--- src/core/rwmc_defs.svh ---
// address, field and reset constants of the register window and mode block
`ifndef RWMC_DEFS_SVH
`define RWMC_DEFS_SVH

// ***************************************************************
// own registers on the internal bus
// ***************************************************************
`define RWMC_STC_ADDR 24'hfffff0
`define RWMC_MDC_ADDR 24'hfffff1
`define RWMC_SYC_ADDR 24'hfffff2
`define RWMC_STC_RESET 8'h00
`define RWMC_SYC_RESET 8'h00

// ***************************************************************
// field positions
// ***************************************************************
`define RWMC_STC_RSV_HI 7
`define RWMC_STC_RATE_HI 6
`define RWMC_STC_RATE_LO 5
`define RWMC_STC_BUS_WIN 4
`define RWMC_STC_FLASH_WIN 3
`define RWMC_STC_RSV_LO 2
`define RWMC_STC_TCLK_HI 1
`define RWMC_STC_TCLK_LO 0
`define RWMC_MDC_EXPANSION_ENABLE 7
`define RWMC_SYC_STROBE_SEL 6

// ***************************************************************
// steered windows (first and last byte)
// ***************************************************************
`define RWMC_WIN_A_LO 24'hffff88
`define RWMC_WIN_A_HI 24'hffff89
`define RWMC_WIN_B_LO 24'hffff8e
`define RWMC_WIN_B_HI 24'hffff8f
`define RWMC_WIN_C_LO 24'hffffa0
`define RWMC_WIN_C_HI 24'hffffa1
`define RWMC_WIN_D_LO 24'hffffa6
`define RWMC_WIN_D_HI 24'hffffa7
`define RWMC_WIN_E_LO 24'hffffd8
`define RWMC_WIN_E_HI 24'hffffd9
`define RWMC_WIN_F_LO 24'hffffde
`define RWMC_WIN_F_HI 24'hffffdf
`define RWMC_DISP_SW_ADDR 24'hfffee6
`define RWMC_PWR_LO 24'hffff80
`define RWMC_PWR_HI 24'hffff87
`define RWMC_FLASH_LO 24'hfffea8
`define RWMC_FLASH_HI 24'hfffeae

// ***************************************************************
// memory layout per mode
// ***************************************************************
`define RWMC_IOS_LO 16'hf000
`define RWMC_IOS_HI 16'hf7ff
`define RWMC_ADV_ROM_TOP 24'h020000
`define RWMC_ADV_RAM_LO 24'hffe000
`define RWMC_ADV_IO_LO 24'hfff800
`define RWMC_NRM_ROM_TOP 16'he000
`define RWMC_NRM_RAM_TOP 16'hf000
`define RWMC_NRM_IO_LO 16'hf800
`define RWMC_MODE_SETTLE 2'h3

`endif

--- src/core/rwmc_pkg.sv ---
// types shared by both ends of the register window and mode block
package rwmc_pkg;
    typedef enum logic [2:0]
    {
        RWMC_MODE1 = 3'b001,
        RWMC_MODE2 = 3'b010,
        RWMC_MODE3 = 3'b100
    } rwmc_mode_t;
endpackage

--- src/core/rwmc_bus_if.sv ---
// internal bus between the cpu end and the register window block
`timescale 1ns/10ps
`default_nettype none
interface rwmc_bus_if;
    logic [23:0] addr;
    logic [7:0] wdata;
    logic rd;
    logic wr;
    logic [7:0] rdata;
    logic ack;
    logic bus_win;
    modport dev
    (
        input addr, wdata, rd, wr,
        output rdata, ack, bus_win
    );
    modport cpu
    (
        output addr, wdata, rd, wr,
        input rdata, ack, bus_win
    );
endinterface
`default_nettype wire

--- src/core/rwmc_dev_end.sv ---
// device end: window steering, serial timer and mode control registers
`timescale 1ns/10ps
`default_nettype none
`include "rwmc_defs.svh"
module rwmc_dev_end
    import rwmc_pkg::*;
(
    input wire logic core_clk,
    input wire logic nrst,
    rwmc_bus_if.dev bus,
    input wire logic [1:0] mode_pin,
    input wire logic [15:0] port12_dir,
    input wire logic [7:0] periph_rdata,
    output logic sel_serial_b,
    output logic sel_serial_c,
    output logic sel_twowire_b,
    output logic sel_twowire_a,
    output logic sel_pwconv,
    output logic sel_disp_sw,
    output logic sel_pwr_ctl,
    output logic sel_flash_ctl,
    output logic sel_reserved,
    output logic [1:0] twowire_rate_sel,
    output logic [1:0] timer_clk_sel,
    output logic [2:0] op_mode,
    output logic advanced_mode,
    output logic rom_enable,
    output logic emul_support,
    output logic ext_bus_on,
    output logic [15:0] port12_addr_oe,
    output logic port3_data_bus,
    output logic port4_bus_ctl,
    output logic [15:0] rom_limit_kb,
    output logic [15:0] ram_limit_kb,
    output logic shared_strobe_pin_n
);
    logic [1:0] mode_s1_q;
    logic [1:0] mode_s2_q;
    logic [1:0] settle_q;
    rwmc_mode_t mode_q;
    logic [7:0] serial_timer_control_q;
    logic expansion_enable_q;
    logic strobe_select_q;
    logic [7:0] rdata_q;
    logic ack_q;
    logic acc;
    logic bus_win;
    logic flash_win;
    logic expansion_enable;
    logic sel_any;
    logic onchip;
    logic [15:0] a16;

    function automatic logic in_rng(input logic [23:0] a,
                                    input logic [23:0] lo,
                                    input logic [23:0] hi);
        in_rng = (a >= lo) && (a <= hi);
    endfunction

    function automatic rwmc_mode_t pins_to_mode(input logic [1:0] p);
        case (p)
            2'h1: pins_to_mode = RWMC_MODE1;
            2'h2: pins_to_mode = RWMC_MODE2;
            default: pins_to_mode = RWMC_MODE3;
        endcase
    endfunction

    // ***************************************************************
    // mode pins: synchronised, then sampled for three cycles after reset release
    // ***************************************************************
    always_ff @(posedge core_clk or negedge nrst)
    begin
        if (!nrst)
        begin
            mode_s1_q <= 2'h0;
            mode_s2_q <= 2'h0;
        end
        else
        begin
            mode_s1_q <= mode_pin;
            mode_s2_q <= mode_s1_q;
        end
    end

    // pins are straps: sampled for three cycles after reset, then held so a glitch later cannot remap memory
    always_ff @(posedge core_clk or negedge nrst)
    begin
        if (!nrst)
        begin
            settle_q <= 2'h0;
            mode_q <= RWMC_MODE3;
        end
        else if (settle_q != `RWMC_MODE_SETTLE)
        begin
            settle_q <= settle_q + 2'h1;
            mode_q <= pins_to_mode(mode_s2_q);
        end
    end

    // ***************************************************************
    // register writes
    // ***************************************************************
    assign acc = bus.rd || bus.wr;

    always_ff @(posedge core_clk or negedge nrst)
    begin
        if (!nrst)
        begin
            serial_timer_control_q <= `RWMC_STC_RESET;
            expansion_enable_q <= 1'b0;
            strobe_select_q <= 1'b0;
        end
        else if (bus.wr)
        begin
            if (bus.addr == `RWMC_STC_ADDR)
            begin
                serial_timer_control_q <= bus.wdata;
            end
            else if (bus.addr == `RWMC_MDC_ADDR)
            begin
                expansion_enable_q <= bus.wdata[`RWMC_MDC_EXPANSION_ENABLE];
            end
            else if (bus.addr == `RWMC_SYC_ADDR)
            begin
                strobe_select_q <= bus.wdata[`RWMC_SYC_STROBE_SEL];
            end
        end
    end

    // writes land at the access edge, so the next access sees new steering
    assign bus_win = serial_timer_control_q[`RWMC_STC_BUS_WIN];
    assign flash_win = serial_timer_control_q[`RWMC_STC_FLASH_WIN];
    assign expansion_enable = (mode_q == RWMC_MODE1) || expansion_enable_q;
    assign bus.bus_win = bus_win;

    assign twowire_rate_sel =
        {serial_timer_control_q[`RWMC_STC_RATE_HI],
         serial_timer_control_q[`RWMC_STC_RATE_LO]};
    assign timer_clk_sel =
        {serial_timer_control_q[`RWMC_STC_TCLK_HI],
         serial_timer_control_q[`RWMC_STC_TCLK_LO]};

    // ***************************************************************
    // window steering
    // ***************************************************************
    logic win_ab;
    logic win_cd;
    logic win_ef;

    always_comb
    begin
        win_ab = in_rng(bus.addr, `RWMC_WIN_A_LO, `RWMC_WIN_A_HI) ||
                 in_rng(bus.addr, `RWMC_WIN_B_LO, `RWMC_WIN_B_HI);
        win_cd = in_rng(bus.addr, `RWMC_WIN_C_LO, `RWMC_WIN_C_HI) ||
                 in_rng(bus.addr, `RWMC_WIN_D_LO, `RWMC_WIN_D_HI);
        win_ef = in_rng(bus.addr, `RWMC_WIN_E_LO, `RWMC_WIN_E_HI) ||
                 in_rng(bus.addr, `RWMC_WIN_F_LO, `RWMC_WIN_F_HI);
    end

    assign sel_serial_b = acc && win_ab && !bus_win;
    assign sel_serial_c = acc && win_cd && !bus_win;
    assign sel_twowire_b = acc && win_ab && bus_win;
    assign sel_pwconv = acc && win_cd && bus_win;
    assign sel_twowire_a = acc && win_ef && bus_win;
    assign sel_disp_sw = acc && bus_win &&
        (bus.addr == `RWMC_DISP_SW_ADDR);
    assign sel_pwr_ctl = acc && !flash_win &&
        in_rng(bus.addr, `RWMC_PWR_LO, `RWMC_PWR_HI);
    assign sel_flash_ctl = acc && flash_win &&
        in_rng(bus.addr, `RWMC_FLASH_LO, `RWMC_FLASH_HI);

    // reserved areas answer zero and reach no peripheral
    assign sel_reserved = acc &&
        ((win_ef && !bus_win) ||
         (flash_win && in_rng(bus.addr, `RWMC_PWR_LO, `RWMC_PWR_HI)) ||
         (!flash_win &&
          in_rng(bus.addr, `RWMC_FLASH_LO, `RWMC_FLASH_HI)));

    assign sel_any = sel_serial_b || sel_serial_c || sel_twowire_b ||
        sel_twowire_a || sel_pwconv || sel_disp_sw || sel_pwr_ctl ||
        sel_flash_ctl;

    // ***************************************************************
    // read data and acknowledge
    // ***************************************************************
    always_ff @(posedge core_clk or negedge nrst)
    begin
        if (!nrst)
        begin
            rdata_q <= 8'h00;
            ack_q <= 1'b0;
        end
        else
        begin
            ack_q <= acc;
            if (bus.rd)
            begin
                if (bus.addr == `RWMC_STC_ADDR)
                begin
                    rdata_q <= serial_timer_control_q;
                end
                else if (bus.addr == `RWMC_MDC_ADDR)
                begin
                    rdata_q <= {expansion_enable, 5'h00, mode_s2_q};
                end
                else if (bus.addr == `RWMC_SYC_ADDR)
                begin
                    rdata_q <= {1'b0, strobe_select_q, 6'h00};
                end
                else if (sel_any)
                begin
                    rdata_q <= periph_rdata;
                end
                else
                begin
                    rdata_q <= 8'h00;
                end
            end
        end
    end

    assign bus.rdata = rdata_q;
    assign bus.ack = ack_q;

    // ***************************************************************
    // operating mode outputs
    // ***************************************************************
    assign op_mode = mode_q;
    assign advanced_mode = (mode_q != RWMC_MODE3);
    assign rom_enable = (mode_q != RWMC_MODE1);
    assign emul_support = (mode_q != RWMC_MODE1);
    assign ext_bus_on = expansion_enable;
    assign port12_addr_oe = (mode_q == RWMC_MODE1) ? 16'hffff :
        (expansion_enable ? port12_dir : 16'h0000);
    assign port3_data_bus = expansion_enable;
    assign port4_bus_ctl = expansion_enable;
    assign rom_limit_kb = (mode_q == RWMC_MODE3) ? 16'h0038 : 16'h0000;
    assign ram_limit_kb = (mode_q == RWMC_MODE3) ? 16'h0004 : 16'h0000;
    // mode 3 caps, output only; the on-chip decode below does not use them

    // ***************************************************************
    // shared strobe
    // ***************************************************************
    assign a16 = bus.addr[15:0];

    always_comb
    begin
        if (mode_q == RWMC_MODE3)
        begin
            onchip = (a16 < `RWMC_NRM_ROM_TOP) ||
                (a16 < `RWMC_NRM_RAM_TOP) ||
                (a16 >= `RWMC_NRM_IO_LO);
        end
        else
        begin
            onchip = (rom_enable && (bus.addr < `RWMC_ADV_ROM_TOP)) ||
                (bus.addr >= `RWMC_ADV_RAM_LO &&
                 bus.addr < `RWMC_ADV_IO_LO + 24'h000800 -
                 24'h001000) ||
                (bus.addr >= `RWMC_ADV_IO_LO);
        end
    end

    // only 16 address lines leave the chip, hence the i/o strobe window
    always_comb
    begin
        shared_strobe_pin_n = 1'b1;
        if (acc && expansion_enable && !onchip)
        begin
            if (!strobe_select_q)
            begin
                shared_strobe_pin_n = 1'b0;
            end
            else if (a16 >= `RWMC_IOS_LO && a16 <= `RWMC_IOS_HI &&
                     (mode_q == RWMC_MODE3 ||
                      bus.addr[23:16] == 8'hff))
            begin
                shared_strobe_pin_n = 1'b0;
            end
        end
    end
endmodule
`default_nettype wire

--- src/flat_wrapper.sv ---
// flat-port wrapper written by rule: the top's interface ports become plain ports
module rwmc_dev_end_flat import rwmc_pkg::*;
  (core_clk, nrst, mode_pin, port12_dir, periph_rdata, sel_serial_b, sel_serial_c, sel_twowire_b, sel_twowire_a, sel_pwconv, sel_disp_sw, sel_pwr_ctl, sel_flash_ctl, sel_reserved, twowire_rate_sel, timer_clk_sel, op_mode, advanced_mode, rom_enable, emul_support, ext_bus_on, port12_addr_oe, port3_data_bus, port4_bus_ctl, rom_limit_kb, ram_limit_kb, shared_strobe_pin_n, bus_addr, bus_wdata, bus_rd, bus_wr, bus_rdata, bus_ack, bus_bus_win);
  rwmc_bus_if bus_i ();
  input wire logic core_clk;
  input wire logic nrst;
  input wire logic [1:0] mode_pin;
  input wire logic [15:0] port12_dir;
  input wire logic [7:0] periph_rdata;
  output logic sel_serial_b;
  output logic sel_serial_c;
  output logic sel_twowire_b;
  output logic sel_twowire_a;
  output logic sel_pwconv;
  output logic sel_disp_sw;
  output logic sel_pwr_ctl;
  output logic sel_flash_ctl;
  output logic sel_reserved;
  output logic [1:0] twowire_rate_sel;
  output logic [1:0] timer_clk_sel;
  output logic [2:0] op_mode;
  output logic advanced_mode;
  output logic rom_enable;
  output logic emul_support;
  output logic ext_bus_on;
  output logic [15:0] port12_addr_oe;
  output logic port3_data_bus;
  output logic port4_bus_ctl;
  output logic [15:0] rom_limit_kb;
  output logic [15:0] ram_limit_kb;
  output logic shared_strobe_pin_n;
  input wire logic [$bits(bus_i.addr)-1:0] bus_addr;
  input wire logic [$bits(bus_i.wdata)-1:0] bus_wdata;
  input wire logic [$bits(bus_i.rd)-1:0] bus_rd;
  input wire logic [$bits(bus_i.wr)-1:0] bus_wr;
  output wire logic [$bits(bus_i.rdata)-1:0] bus_rdata;
  output wire logic [$bits(bus_i.ack)-1:0] bus_ack;
  output wire logic [$bits(bus_i.bus_win)-1:0] bus_bus_win;
  assign bus_i.addr = bus_addr;
  assign bus_i.wdata = bus_wdata;
  assign bus_i.rd = bus_rd;
  assign bus_i.wr = bus_wr;
  assign bus_rdata = bus_i.rdata;
  assign bus_ack = bus_i.ack;
  assign bus_bus_win = bus_i.bus_win;
  rwmc_dev_end u_core (.core_clk(core_clk), .nrst(nrst), .bus(bus_i), .mode_pin(mode_pin), .port12_dir(port12_dir), .periph_rdata(periph_rdata), .sel_serial_b(sel_serial_b), .sel_serial_c(sel_serial_c), .sel_twowire_b(sel_twowire_b), .sel_twowire_a(sel_twowire_a), .sel_pwconv(sel_pwconv), .sel_disp_sw(sel_disp_sw), .sel_pwr_ctl(sel_pwr_ctl), .sel_flash_ctl(sel_flash_ctl), .sel_reserved(sel_reserved), .twowire_rate_sel(twowire_rate_sel), .timer_clk_sel(timer_clk_sel), .op_mode(op_mode), .advanced_mode(advanced_mode), .rom_enable(rom_enable), .emul_support(emul_support), .ext_bus_on(ext_bus_on), .port12_addr_oe(port12_addr_oe), .port3_data_bus(port3_data_bus), .port4_bus_ctl(port4_bus_ctl), .rom_limit_kb(rom_limit_kb), .ram_limit_kb(ram_limit_kb), .shared_strobe_pin_n(shared_strobe_pin_n));
endmodule
--- config.mk ---
export PLATFORM = sky130hd
export DESIGN_NAME = rwmc_dev_end_flat
export DESIGN_NICKNAME = d
export VERILOG_FILES = /design/src/core/rwmc_pkg.sv /design/src/core/rwmc_bus_if.sv /design/src/core/rwmc_dev_end.sv /design/src/flat_wrapper.sv
export VERILOG_INCLUDE_DIRS = /design/src /design/src/core
export SDC_FILE = /design/constraint.sdc
export NUM_CORES = 1
export LEC_CHECK = 0
export CORE_AREA = 4 4 65 67
export CTS_BUF_LIST = sky130_fd_sc_hd__clkbuf_16
export DETAILED_ROUTE_END_ITERATION = 8
export DIE_AREA = 0 0 69 71
export DONT_BUFFER_PORTS = 1
export PLACE_DENSITY = 0.78
export RECOVER_POWER = 50
export SLEW_MARGIN = 20
export SYNTH_ARGS = -nofsm -noshare
export SYNTH_HDL_FRONTEND = slang
export SYNTH_SLANG_ARGS = --single-unit
--- constraint.sdc ---
create_clock -name core_clk -period 1.75 [get_ports core_clk]
set_input_delay 0.175 -clock core_clk [delete_from_list [all_inputs] [get_ports core_clk]]
set_output_delay 0.175 -clock core_clk [all_outputs]
set_load 0.01 [all_outputs]
# Word-level counts from Yosys, hierarchy flattened

Cells that the tools add are included.

Word-level logic and storage cells: 119
Register bits: 28

Multiplexer cells: 13
Eq/ne operators: 12
Bitwise logic cells: 2
Add/subtract/negate cells: 1
Magnitude comparators: 25
Reductions and logical operators: 57

Operators by type and width:

| cell                                                      | number |
|---|---|
| greater-or-equal comparator 24 bit, second input constant | 10 |
| less-or-equal comparator 24 bit, second input constant    | 8 |
| equality test 24 bit, second input constant               | 4 |
| greater-or-equal comparator 16 bit, second input constant | 2 |
| logical AND 1 bit                                         | 32 |
| < comparator 16 bit, second input constant                | 2 |
| two-way mux 16 bit                                        | 2 |
| two-way mux 8 bit                                         | 4 |
| < comparator 24 x 18 -> 1 bit, second input constant      | 1 |
| < comparator 24 bit, second input constant                | 1 |
| logical OR 1 bit                                          | 19 |
| less-or-equal comparator 16 bit, second input constant    | 1 |
| equality test 8 bit, second input constant                | 1 |
| two-way mux 6 bit                                         | 1 |
| one-hot mux 3 bit (2 select lines)                        | 1 |
| two-way mux 1 bit                                         | 4 |
| AND reduction 4 bit                                       | 1 |
| equality test 3 x 1 -> 1 bit, second input constant       | 1 |
| equality test 3 bit, second input constant                | 1 |
| logical NOT 1 bit                                         | 3 |
| two-way mux 3 bit                                         | 1 |
| != test 3 x 1 -> 1 bit, second input constant             | 1 |
| != test 3 bit, second input constant                      | 1 |
| AND reduction 3 bit                                       | 1 |
| 6 further kinds                                           | 7 |

# Logic depth before layout (Yosys ltp)

Gate-level depths: netlist (run 1).

Word-level depth: 16
Gate-level depth with buffers: 7
Gate-level depth less buffers: 7

# Least setup slack after synthesis (run 1)

OpenSTA, ideal clock, no wires.

Path type: register to register
Start: reg u_core.serial_timer_control_q[4]
End: reg u_core.rdata_q[7], in the netlist u_core.bus.rdata[7]
Period minus slack after synthesis: 1657 ps
Setup time: 92 ps
Data required time: 1658 ps
Stages on the path, launching flop included: 6
Setup slack: 93 ps
Buffers on the path: 0
Arrival time: 1565 ps
Path through: dfrtp_1 -> inv_1 -> or3_1 -> nor4_1 -> a2111oi_4 -> o31ai_2

Cells in the longest elaborated chain, start to end: 13
Elaborated cells on any way between the ends: 19

Ends and longest elaborated chain:

| what                                 | RTL line                                 | source |
|---|---|---|
| start: declaration                   | rwmc_dev_end.sv:41                       | `logic [7:0] serial_timer_control_q;` |
| start signal: assignment             | rwmc_dev_end.sv:109                      | `` serial_timer_control_q <= `RWMC_STC_RESET; `` |
| start signal: assignment             | rwmc_dev_end.sv:117                      | `serial_timer_control_q <= bus.wdata;` |
| logical NOT 1 bit                    | rwmc_dev_end.sv:160, rwmc_dev_end.sv:161 |  |
| logical AND 1 bit (on tied branches) | rwmc_dev_end.sv:160, rwmc_dev_end.sv:161 |  |
| logical OR 1 bit (3 in a row)        | rwmc_dev_end.sv:179                      | `assign sel_any = sel_serial_b \|\| sel_serial_c \|\| sel_twowire_b \|\|` |
| logical OR 1 bit                     | rwmc_dev_end.sv:180                      | `sel_twowire_a \|\| sel_pwconv \|\| sel_disp_sw \|\| sel_pwr_ctl \|\|` |
| logical OR 1 bit * (3 in a row)      | rwmc_dev_end.sv:180                      |  |
| two-way mux 8 bit *                  | rwmc_dev_end.sv:210                      | `else if (sel_any)` |
| two-way mux 8 bit *                  | rwmc_dev_end.sv:206                      | `` else if (bus.addr == `RWMC_SYC_ADDR) `` |
| two-way mux 8 bit *                  | rwmc_dev_end.sv:202                      | `` else if (bus.addr == `RWMC_MDC_ADDR) `` |
| two-way mux 8 bit *                  | rwmc_dev_end.sv:198                      | `` if (bus.addr == `RWMC_STC_ADDR) `` |
| end signal: assignment               | rwmc_dev_end.sv:200                      | `rdata_q <= serial_timer_control_q;` |
| end signal: assignment               | rwmc_dev_end.sv:204                      | `rdata_q <= {expansion_enable, 5'h00, mode_s2_q};` |
| end signal: assignment               | rwmc_dev_end.sv:208                      | `rdata_q <= {1'b0, strobe_select_q, 6'h00};` |
| end: declaration                     | rwmc_dev_end.sv:44                       | `logic [7:0] rdata_q;` |

Every way passes the cells marked *; elsewhere a longest branch is shown, timed or not.
A chain may end at the register's enable or synchronous reset.

# Worst setup path after layout (run 1)

Start: reg u_core.mode_q[2], in the netlist u_core.op_mode[2]
End: out shared_strobe_pin_n

Cells in the longest elaborated chain, start to end: 8
Elaborated cells on any way between the ends: 16

Ends and longest elaborated chain:

| what                          | RTL line            | source |
|---|---|---|
| start: declaration            | rwmc_dev_end.sv:40  | `rwmc_mode_t mode_q;` |
| start signal: assignment      | rwmc_dev_end.sv:96  | `mode_q <= pins_to_mode(mode_s2_q);` |
| != test 3 x 1 -> 1 bit        | rwmc_dev_end.sv:230 | `assign rom_enable = (mode_q != RWMC_MODE1);` |
| logical AND 1 bit             | rwmc_dev_end.sv:256 | `` onchip = (rom_enable && (bus.addr < `RWMC_ADV_ROM_TOP)) \|\| `` |
| logical OR 1 bit (2 in a row) | rwmc_dev_end.sv:256 |  |
| two-way mux 1 bit             | rwmc_dev_end.sv:248 | `if (mode_q == RWMC_MODE3)` |
| logical NOT 1 bit             | rwmc_dev_end.sv:268 | `if (acc && expansion_enable && !onchip)` |
| logical AND 1 bit             | rwmc_dev_end.sv:268 |  |
| two-way mux 1 bit *           | rwmc_dev_end.sv:268 |  |
| end: declaration              | flat_wrapper.sv:31  | `output logic shared_strobe_pin_n;` |

Marks and branches as above.

==> results.py, run 1 <==
metrics = {
    "run_status": {
        "run_status": "finished, final reports clean",
    },
    "grt": {
        "grt.total_usage_pct": 20.94,
        "grt_pass1_wl_um": 8542,
        "gr-total-overflow": 0,
        "grt_max_degree": 29,
        "first_global_vias": 1762,
        "grt_antenna_before_repair": 0,
    },
    "cells_and_area": {
        "nets": 330,
        "diodes": 0,
        "area_delta_synth_final_pct": 4.738,
        "design_area_um2": 2379,
        "drive_gt1_share_pct": 19.32,
    },
    "power": {
        "vdd_drop_max_v": 0.0008387,
        "p_int_uw": 1024,
        "pwr_density_cell_nw_per_um2": 571.1,
        "pwr-share-seq_pct": 49.4,
        "p_switching_uw": 334.8,
        "swShare_pct": 24.65,
        "p_leak_uw": 0.001132,
        "clkPwrFrac_pct": 37.5,
        "power_uw": 1358,
        "pwr-share-comb_pct": 13.0,
    },
    "logic_synthesis": {
        "yosysTopAreaCellShare_pct": 29.75,
        "synth.most_common_cell": "nand2_1",
        "synthCells": 260,
        "async_reset_ff_share_pct": 100.0,
        "synth_edf_count": 0,
        "yosys_warnings": 0,
        "synthDistinctLibCells": 52,
        "yosys.area.top_type": "dfrtp_1",
        "synthTopCellsByArea": "dfrtp_1, buf_4, nand2_1",
        "yosysSeqAreaShare_pct": 30.91,
        "ys_ff_latch": 28,
        "synth_area_um2": 2271,
        "synth_common_cells": "nand2_1, buf_4, dfrtp_1",
        "ys.flop_type": "dfrtp_1",
        "syn_area_per_cell_um2": 8.734,
    },
    "clock_network": {
        "h-tree-depth": 1,
        "cts_buffers": 3,
        "clockBufferDepth": 2,
        "clkLatencyLatePin_ps": 260,
        "clkTransAtPathRegs_ps": 60,
        "cts.sinks": 28,
        "post_cts_buffers": 0,
        "clockRootBuffer": "clkbuf_16",
        "cts_tree": "yes",
    },
    "detailed_routing": {
        "viasPerCell": 5.862,
        "route.detailed.drc": 0,
        "drt-total-wl_um": 5367,
        "num_vias": 1829,
        "drt_pass1_iterations": 4,
        "routedWlPerCell_um": 17.20,
        "ant_nets": 0,
        "drtIter0Drc": 162,
    },
    "die": {
        "fp.coreArea_um2": 3633,
        "die_area_um2": 4899,
        "fp.dieW_um": 69,
        "die_h_um": 71,
        "io_pins": 143,
        "num_rows": 22,
        "start_util_pct": 62.50,
    },
    "worst_hold_path": {
        "holdPathStages": 1,
        "min_path_type": "input port to flop",
    },
    "timing": {
        "worst_pin_slew_ps": 1166,
        "hold_viol": 0,
        "fin_setup_tns_ps": 0,
        "worst_slew_margin_rel_pct": 22.12,
        "finClkSkew_ps": 2.866,
        "drv_slew": 0,
        "rsz0062_at_grt": "true",
        "fin_crit_sh_pct": 94.92,
        "fmax_mhz": 602.0,
        "timing.final.ws_setup_ps": 88.88,
        "final-setup-viol-count": 0,
        "hold_slack_ps": 58.70,
        "period_minus_slack_ps": 1661,
    },
    "setup_path": {
        "r2r_slack_ps": 110,
        "endpoint_kind": "output port",
        "worstPathArrival_ps": 1490,
        "critPathMaxFanout": 4,
        "crit_required_ps": 1570,
        "cpMaxStageDelayCell": "dfstp_2",
        "worstSetupPathType": "flop to output port",
        "cp_cell_sequence": "nand2_1 > inv_1 > nor2_1 > o21ai_0 > a32oi_1 > o211ai_1",
        "reg2reg_depth": 7,
        "crit_path_max_incr_delay_ps": 590,
        "cp-start-kind": "flop",
    },
    "placement": {
        "pre_cts_slack_ps": 51.53,
        "gp_congestion": 0.9167,
        "placed_cell_area_um2": 2228,
        "numPortBuffers": 0,
        "dp_hpwl_um": 4250,
    },
    "run": {
        "max_cap_viol_count": 0,
    },
}
-- path summary, 6_finish.rpt --
check,start,end
max,u_core.op_mode[2]$_DFFE_PN1P_,shared_strobe_pin_n
min,bus_wdata[5],u_core.serial_timer_control_q[5]$_DFFE_PN0P_
max reg2reg,u_core.serial_timer_control_q[4]$_DFFE_PN0P_,u_core.bus.rdata[7]$_DFFE_PN0P_
min reg2reg,u_core.mode_s1_q[0]$_DFF_PN0_,u_core.mode_s2_q[0]$_DFF_PN0_
max in group asynchronous,nrst,u_core.serial_timer_control_q[7]$_DFFE_PN0P_
min in group asynchronous,nrst,u_core.bus.rdata[2]$_DFFE_PN0P_
-- critical path, delay by kind of cell (launching register included) --
kind | cells | cell delay [ps]
AO/OA/AOI/OAI | 3 | 430
buffers and inverters | 1 | 80
flip-flops | 1 | 590
AND/OR/NAND/NOR | 2 | 130
-- sequential cells by signal, indices dropped and copies added, names as in the netlist, 2 cells and up --
| signal | cells |
|---|---|
| u_core.bus.rdata | 8 |
| u_core.mode_s1_q | 2 |
| u_core.mode_s2_q | 2 |
| u_core.op_mode | 3 |
| u_core.serial_timer_control_q | 8 |
| u_core.settle_q | 2 |
-- cell families (layout without fill, tap and decap cells) --
kind of cell	after synthesis	in the layout	synth area share, %
AO/OA/AOI/OAI	39	39	13.00
other	1	28	0.1651
XOR/XNOR	2	2	0.7715
buffers and inverters	57	34	16.42
multiplexers	15	15	8.761
AND/OR/NAND/NOR	115	115	28.32
flip-flops	28	28	30.91
adder cells (fa/ha/maj)	3	3	1.653
-- metrics by stage --
stage          std cells  utilization (%)
2_1_floorplan        287                -
3_3_place_gp         304            61.33
3_5_place_dp         304            61.33
4_1_cts              312            64.88
5_1_grt              312            65.46
6_report             312            65.46
-- what timing repair did --
action / 4_1_cts / 5_1_grt
endpoints found under the hold margin: 30 / 0
setup endpoints to repair: 0 / 3
hold buffers: 4 / 0
resized for setup: 0 / 5
-- layout make-up --
type                            instances  area [um2]
Clock buffer                            3       75.07
Clock inverter                          1       3.754
Fill cell                             309        1255
Inverter                                7       26.28
Multi-Input combinational cell        202        1323
Sequential cell                        28       701.9
Tap cell                               48       60.06
Timing Repair Buffer                   23       188.9
-- power by group through the flow --
stage	Clock [uW]	Sequential [uW]	Combinational [uW]
2_1_floorplan	0	681	209
3_3_place_gp	0	683	154
3_5_place_dp	0	684	156
4_1_cts	520	671	179
5_1_grt	549	672	198
6_report	510	672	177
-- metal layers --
layer	track usage, %	share of wire [%]
met5	0	0
met4	5.640	0.95
met3	6.960	10
met2	33.58	50
met1	27.18	39
-- cells in the final DEF, fill, tap and decap left out, types with 2 or more instances in the layout --
cell type      count
o211ai_1           6
or3_1              2
nand4_2            2
dlygate4sd3_1      3
nor2_1            12
dfrtp_1           27
a21oi_1            3
ha_1               3
clkbuf_16          3
nand4_1            3
buf_4             18
o221ai_1           2
nor4_4             3
nor2b_1            7
inv_1              7
nand3_1            9
a31oi_1            6
nand4b_1           2
o21a_1             2
xnor2_1            2
mux2_4             8
nor3_1             7
and4_1             2
conb_1            28
mux2_2             7
o21ai_1            7
o21ai_0            2
and3_1             3
nor4_1             3
nand2_1           44
nor4b_1            2
a32oi_1            4
Power figures use the tool's default switching activity.
==> run 2, diff against run 1 <==
--- a/config.mk
+++ b/config.mk
@@ -13,6 +13,7 @@
 export DONT_BUFFER_PORTS = 1
 export PLACE_DENSITY = 0.78
 export RECOVER_POWER = 50
+export REMOVE_ABC_BUFFERS = 1
 export SLEW_MARGIN = 20
 export SYNTH_ARGS = -nofsm -noshare
 export SYNTH_HDL_FRONTEND = slang
==> results.py, run 2 (synthesized netlist as in run 1, its figures left out) <==
metrics = {
    "clock_network": {
        "h-tree-depth": 1,
        "clkTransAtPathRegs_ps": 70,
        "clkLatencyLatePin_ps": 260,
        "clockBufferDepth": 2,
        "cts_tree": "yes",
        "cts.sinks": 28,
        "clockRootBuffer": "clkbuf_16",
        "cts_buffers": 3,
    },
    "setup_path": {
        "cp-start-kind": "flop",
        "reg2reg_from": "u_core.serial_timer_control_q[4]$_DFFE_PN0P_",
        "crit_required_ps": 1570,
        "setup.worst_path.start": "u_core.op_mode[2]$_DFFE_PN1P_",
        "worstSetupPathType": "flop to output port",
        "endpoint_kind": "output port",
        "critPathMaxFanout": 4,
        "worstPathArrival_ps": 1550,
    },
    "detailed_routing": {
        "wl_met1_um": 2383,
        "num_vias": 1874,
        "wl_met3_um": 541,
        "met2_length_um": 2949,
        "drt-total-wl_um": 5926,
        "drtIter0Drc": 109,
        "drt_pass1_iterations": 4,
        "route.detailed.drc": 0,
        "routedWlPerCell_um": 18.93,
        "highest_layer": "met4",
        "ant_nets": 0,
        "viasPerCell": 5.987,
    },
    "power": {
        "p_int_uw": 1027,
        "pwr_density_cell_nw_per_um2": 579.6,
        "clkPwrFrac_pct": 37.8,
        "p_switching_uw": 348.5,
        "p_leak_uw": 0.001116,
        "pwr-share-comb_pct": 13.4,
        "pwr-share-seq_pct": 48.9,
        "vdd_drop_max_v": 0.0006831,
        "swShare_pct": 25.33,
    },
    "timing": {
        "rsz0062_at_grt": "true",
        "worst_pin_slew_ps": 1229,
        "fmax_mhz": 580.2,
        "drv_slew": 0,
        "fin_crit_sh_pct": 98.50,
        "final-setup-viol-count": 0,
        "worst_slew_margin_rel_pct": 17.94,
        "finClkSkew_ps": 3.242,
        "hold_viol": 0,
        "hold_slack_ps": 52.91,
        "period_minus_slack_ps": 1724,
    },
    "die": {
        "io_pins": 143,
        "die_h_um": 71,
        "die_area_um2": 4899,
        "fp.coreArea_um2": 3633,
        "num_rows": 22,
        "fp.dieW_um": 69,
        "start_util_pct": 62.50,
    },
    "grt": {
        "first_global_vias": 1748,
        "grt_antenna_before_repair": 0,
        "grt_pass1_wl_um": 8997,
        "grt_max_degree": 29,
        "gr-total-overflow": 0,
        "grt.total_usage_pct": 22.50,
    },
    "placement": {
        "numPortBuffers": 0,
        "placed_cell_area_um2": 2236,
        "dp_hpwl_um": 4484,
        "gp_congestion": 0.9235,
        "dp.cells": 305,
    },
    "cells_and_area": {
        "fillers": 299,
        "layout_commonest_cell": "nand2_1",
        "area_delta_synth_final_pct": 4.518,
        "nets": 331,
        "final-instance-count-excl-fill": 313,
        "diodes": 0,
        "mostFrequentLayoutCells": "nand2_1, conb_1, dfrtp_1",
        "post-route-util_pct": 65.32,
        "design_area_um2": 2374,
        "drive_gt1_share_pct": 20.38,
    },
    "run_status": {
        "run_status": "finished, final reports clean",
    },
    "worst_hold_path": {
        "min_path_type": "input port to flop",
        "hp-start": "periph_rdata[0]",
    },
    "run": {
        "max_cap_viol_count": 0,
    },
}
## run 2: cell types whose count changed in the layout (fill, tap and decap cells not counted), sizes merged
cell	before	now
buf	19	20
## run 2: critical path, stage by stage (launching register included)
cell	delay [ps]
dfstp_2	590
nor2_1	70
a21o_1	190
buf_4	180
o211ai_1	90
buf_4	150
## run 2: timing repair
item,CTS,global route
endpoints found under the setup margin,1,6
hold buffers,4,0
endpoints found under the hold margin,30,0
pin swaps,0,1
cloned,0,0
buffers inserted,0,0
gates resized for setup,1,4
## run 2: power groups by stage
stage | clock, uW | sequential (uW) | combinational [uW]
after floorplan | 0 | 681 | 125
after global placement | 0 | 683 | 157
after detailed placement | 0 | 683 | 159
after CTS | 520 | 672 | 184
after global routing | 550 | 674 | 201
final | 520 | 672 | 184
## run 2: area by class of cell
class                      count  area, um2  share of cell area, %
multi-input combinational    202       1311                  55.25
inverter                       7      26.28                  1.107
clock buffer                   3      75.07                  3.163
sequential                    28      704.4                  29.68
clock inverter                 1      3.754                 0.1581
timing repair buffer          24      192.7                  8.118
tap                           48      60.06                  2.530
## run 2: per-layer routing
| metal | vias to the layer above | GRT usage (%) |
|---|---|---|
| li1 | 870 | - |
| met1 | 896 | 29.48 |
| met2 | 103 | 36.76 |
| met3 | 5 | 6.534 |
| met4 | 0 | 5.423 |
| met5 | - | 0 |
## run 2: final timing paths
kind | end | slack [ps] | cells past startpoint
worst max-delay path | shared_strobe_pin_n | 30 | 5
worst min-delay path | u_core.bus.rdata[0]$_DFFE_PN0P_ | 50 | 2
worst max register to register | u_core.bus.rdata[7]$_DFFE_PN0P_ | 140 | 7
worst min register to register | u_core.mode_s2_q[1]$_DFF_PN0_ | 350 | 0
max in group asynchronous | u_core.op_mode[0]$_DFFE_PN0P_ | 210 | 2
min in group asynchronous | u_core.bus.rdata[2]$_DFFE_PN0P_ | 730 | 2
## run 2: through the flow
stage	setup slack, ps	total power [uW]	setup TNS [ps]
after global placement	71.98	840.8	0
after global routing	-62.05	1425	-117.1
after CTS	7.011	1376	0
final	26.34	1376	0
after detailed placement	51.08	842.7	0
after floorplan	16.43	805.8	0
==> run 3, diff against run 2 <==
--- a/config.mk
+++ b/config.mk
@@ -11,7 +11,7 @@
 export DETAILED_ROUTE_END_ITERATION = 8
 export DIE_AREA = 0 0 69 71
 export DONT_BUFFER_PORTS = 1
-export PLACE_DENSITY = 0.78
+export PLACE_DENSITY_LB_ADDON = 0.3
 export RECOVER_POWER = 50
 export REMOVE_ABC_BUFFERS = 1
 export SLEW_MARGIN = 20
==> results.py, run 3 (synthesized netlist as in run 1, its figures left out) <==
metrics = {
    "die": {
        "die_h_um": 71,
        "io_pins": 143,
        "fp.coreArea_um2": 3633,
        "start_util_pct": 62.50,
        "num_rows": 22,
        "die_area_um2": 4899,
        "fp.dieW_um": 69,
    },
    "setup_path": {
        "critPathMaxFanout": 4,
        "worstPathArrival_ps": 1510,
        "r2r_slack_ps": 140,
        "cp-start-kind": "flop",
        "r2r_end": "u_core.bus.rdata[7]$_DFFE_PN0P_",
        "worstSetupPathType": "flop to output port",
        "reg2reg_depth": 5,
        "crit_required_ps": 1570,
        "endpoint_kind": "output port",
        "setup.worst_path.start": "u_core.op_mode[2]$_DFFE_PN1P_",
        "reg2reg_from": "u_core.op_mode[2]$_DFFE_PN1P_",
    },
    "worst_hold_path": {
        "holdPathStages": 2,
        "min_path_type": "input port to flop",
        "hp-start": "periph_rdata[0]",
        "min_to": "u_core.bus.rdata[0]$_DFFE_PN0P_",
    },
    "grt": {
        "gr-total-overflow": 0,
        "grt_antenna_before_repair": 0,
        "grt_pass1_wl_um": 8631,
        "grt.total_usage_pct": 21.26,
        "first_global_vias": 1732,
        "grt_max_degree": 29,
    },
    "timing": {
        "drv_slew": 0,
        "period_minus_slack_ps": 1684,
        "final-setup-viol-count": 0,
        "rsz0062_at_grt": "false",
        "hold_viol": 0,
        "fin_setup_tns_ps": 0,
        "fmax_mhz": 593.9,
        "fin_crit_sh_pct": 96.21,
        "finClkSkew_ps": 2.178,
        "timing.final.ws_setup_ps": 66.35,
    },
    "placement": {
        "gp_congestion": 0.9131,
        "numPortBuffers": 0,
        "dp.cells": 304,
        "pre_cts_slack_ps": 60.33,
        "dp_hpwl_um": 4311,
    },
    "power": {
        "pwr_density_cell_nw_per_um2": 571.5,
        "p_leak_uw": 0.001105,
        "vdd_drop_max_v": 0.0004885,
    },
    "detailed_routing": {
        "route.detailed.drc": 0,
        "drt_pass1_iterations": 4,
        "viasPerCell": 5.817,
        "drtIter0Drc": 98,
        "num_vias": 1815,
        "drt-total-wl_um": 5380,
        "routedWlPerCell_um": 17.24,
        "ant_nets": 0,
    },
    "clock_network": {
        "cts_tree": "yes",
        "clockRootBuffer": "clkbuf_16",
        "post_cts_buffers": 0,
        "clkTransAtPathRegs_ps": 60,
        "clkLatencyLatePin_ps": 260,
        "cts_buffers": 3,
        "h-tree-depth": 1,
        "cts.sinks": 28,
        "clockBufferDepth": 2,
    },
    "cells_and_area": {
        "fillers": 314,
        "mostFrequentLayoutCells": "nand2_1, conb_1, dfrtp_1",
        "multi_input_area_um2": 1329,
        "nets": 330,
        "final-instance-count-excl-fill": 312,
        "diodes": 0,
        "area_delta_synth_final_pct": 5.124,
        "layout_commonest_cell": "nand2_1",
        "post-route-util_pct": 65.70,
        "seq_area_um2": 704.4,
        "drive_gt1_share_pct": 20.83,
    },
    "run_status": {
        "run_status": "finished, final reports clean",
    },
    "run": {
        "max_cap_viol_count": 0,
    },
}
## run 3: cell types whose count changed in the layout (fill, tap and decap cells not counted), sizes merged
cell / delta
buf: -2
clkbuf: +2
clkinv: -1
dlymetal6s2s: -1
inv: +1
## run 3: layout make-up
| cell class | count | share of cell area (%) |
|---|---|---|
| clock inverter | 1 | 0.1572 |
| inverter | 7 | 1.101 |
| timing repair buffer | 23 | 7.914 |
| sequential | 28 | 29.51 |
| tap | 48 | 2.516 |
| multi-input combinational | 202 | 55.66 |
| clock buffer | 3 | 3.145 |
## run 3: worst max-delay path by stage
stage,end,slack [ps],depth (start not counted)
after floorplan,u_core.serial_timer_control_q[0]$_DFFE_PN0P_,20,5
after global placement,u_core.bus.rdata[7]$_DFFE_PN0P_,90,8
after detailed placement,u_core.bus.rdata[7]$_DFFE_PN0P_,60,8
after CTS,shared_strobe_pin_n,8,8
after global routing,shared_strobe_pin_n,2,5
final,shared_strobe_pin_n,70,5
## run 3: layer usage
metal	track usage [%]	wire length (um)	share of wire (%)
met1	29.37	2215	41
met2	33.16	2605	48
met5	0	0	0
met3	5.824	498	9.3
met4	5.206	60	1.1
## run 3: power breakdown
part	total (uW)	internal, uW	switching, uW
logic	185	63.3	121
registers	673	660	12.7
clock network	507	306	201
total	1360	1030	335
## run 3: worst max-delay path, cell delays in order, from the launching register on
cell,delay (ps)
dfstp_2,590
nand2_2,80
buf_4,160
nor3_1,140
o211ai_1,120
buf_4,170
## run 3: per-stage QoR
stage | power, uW | hold slack, ps | area, um2
after floorplan | 805.8 | -120.6 | 2026
after global placement | 840.0 | -119.8 | 2228
after detailed placement | 841.5 | -119.9 | 2228
after CTS | 1375 | 51.95 | 2362
after global routing | 1424 | 50.45 | 2387
final | 1364 | 53.94 | 2387
## run 3: timing repair
action / CTS / global route
hold endpoints to repair: 30 / 0
gates resized for setup: 1 / 9
hold buffers: 4 / 0
setup endpoints to repair: 1 / 4
pin swaps: 0 / 1
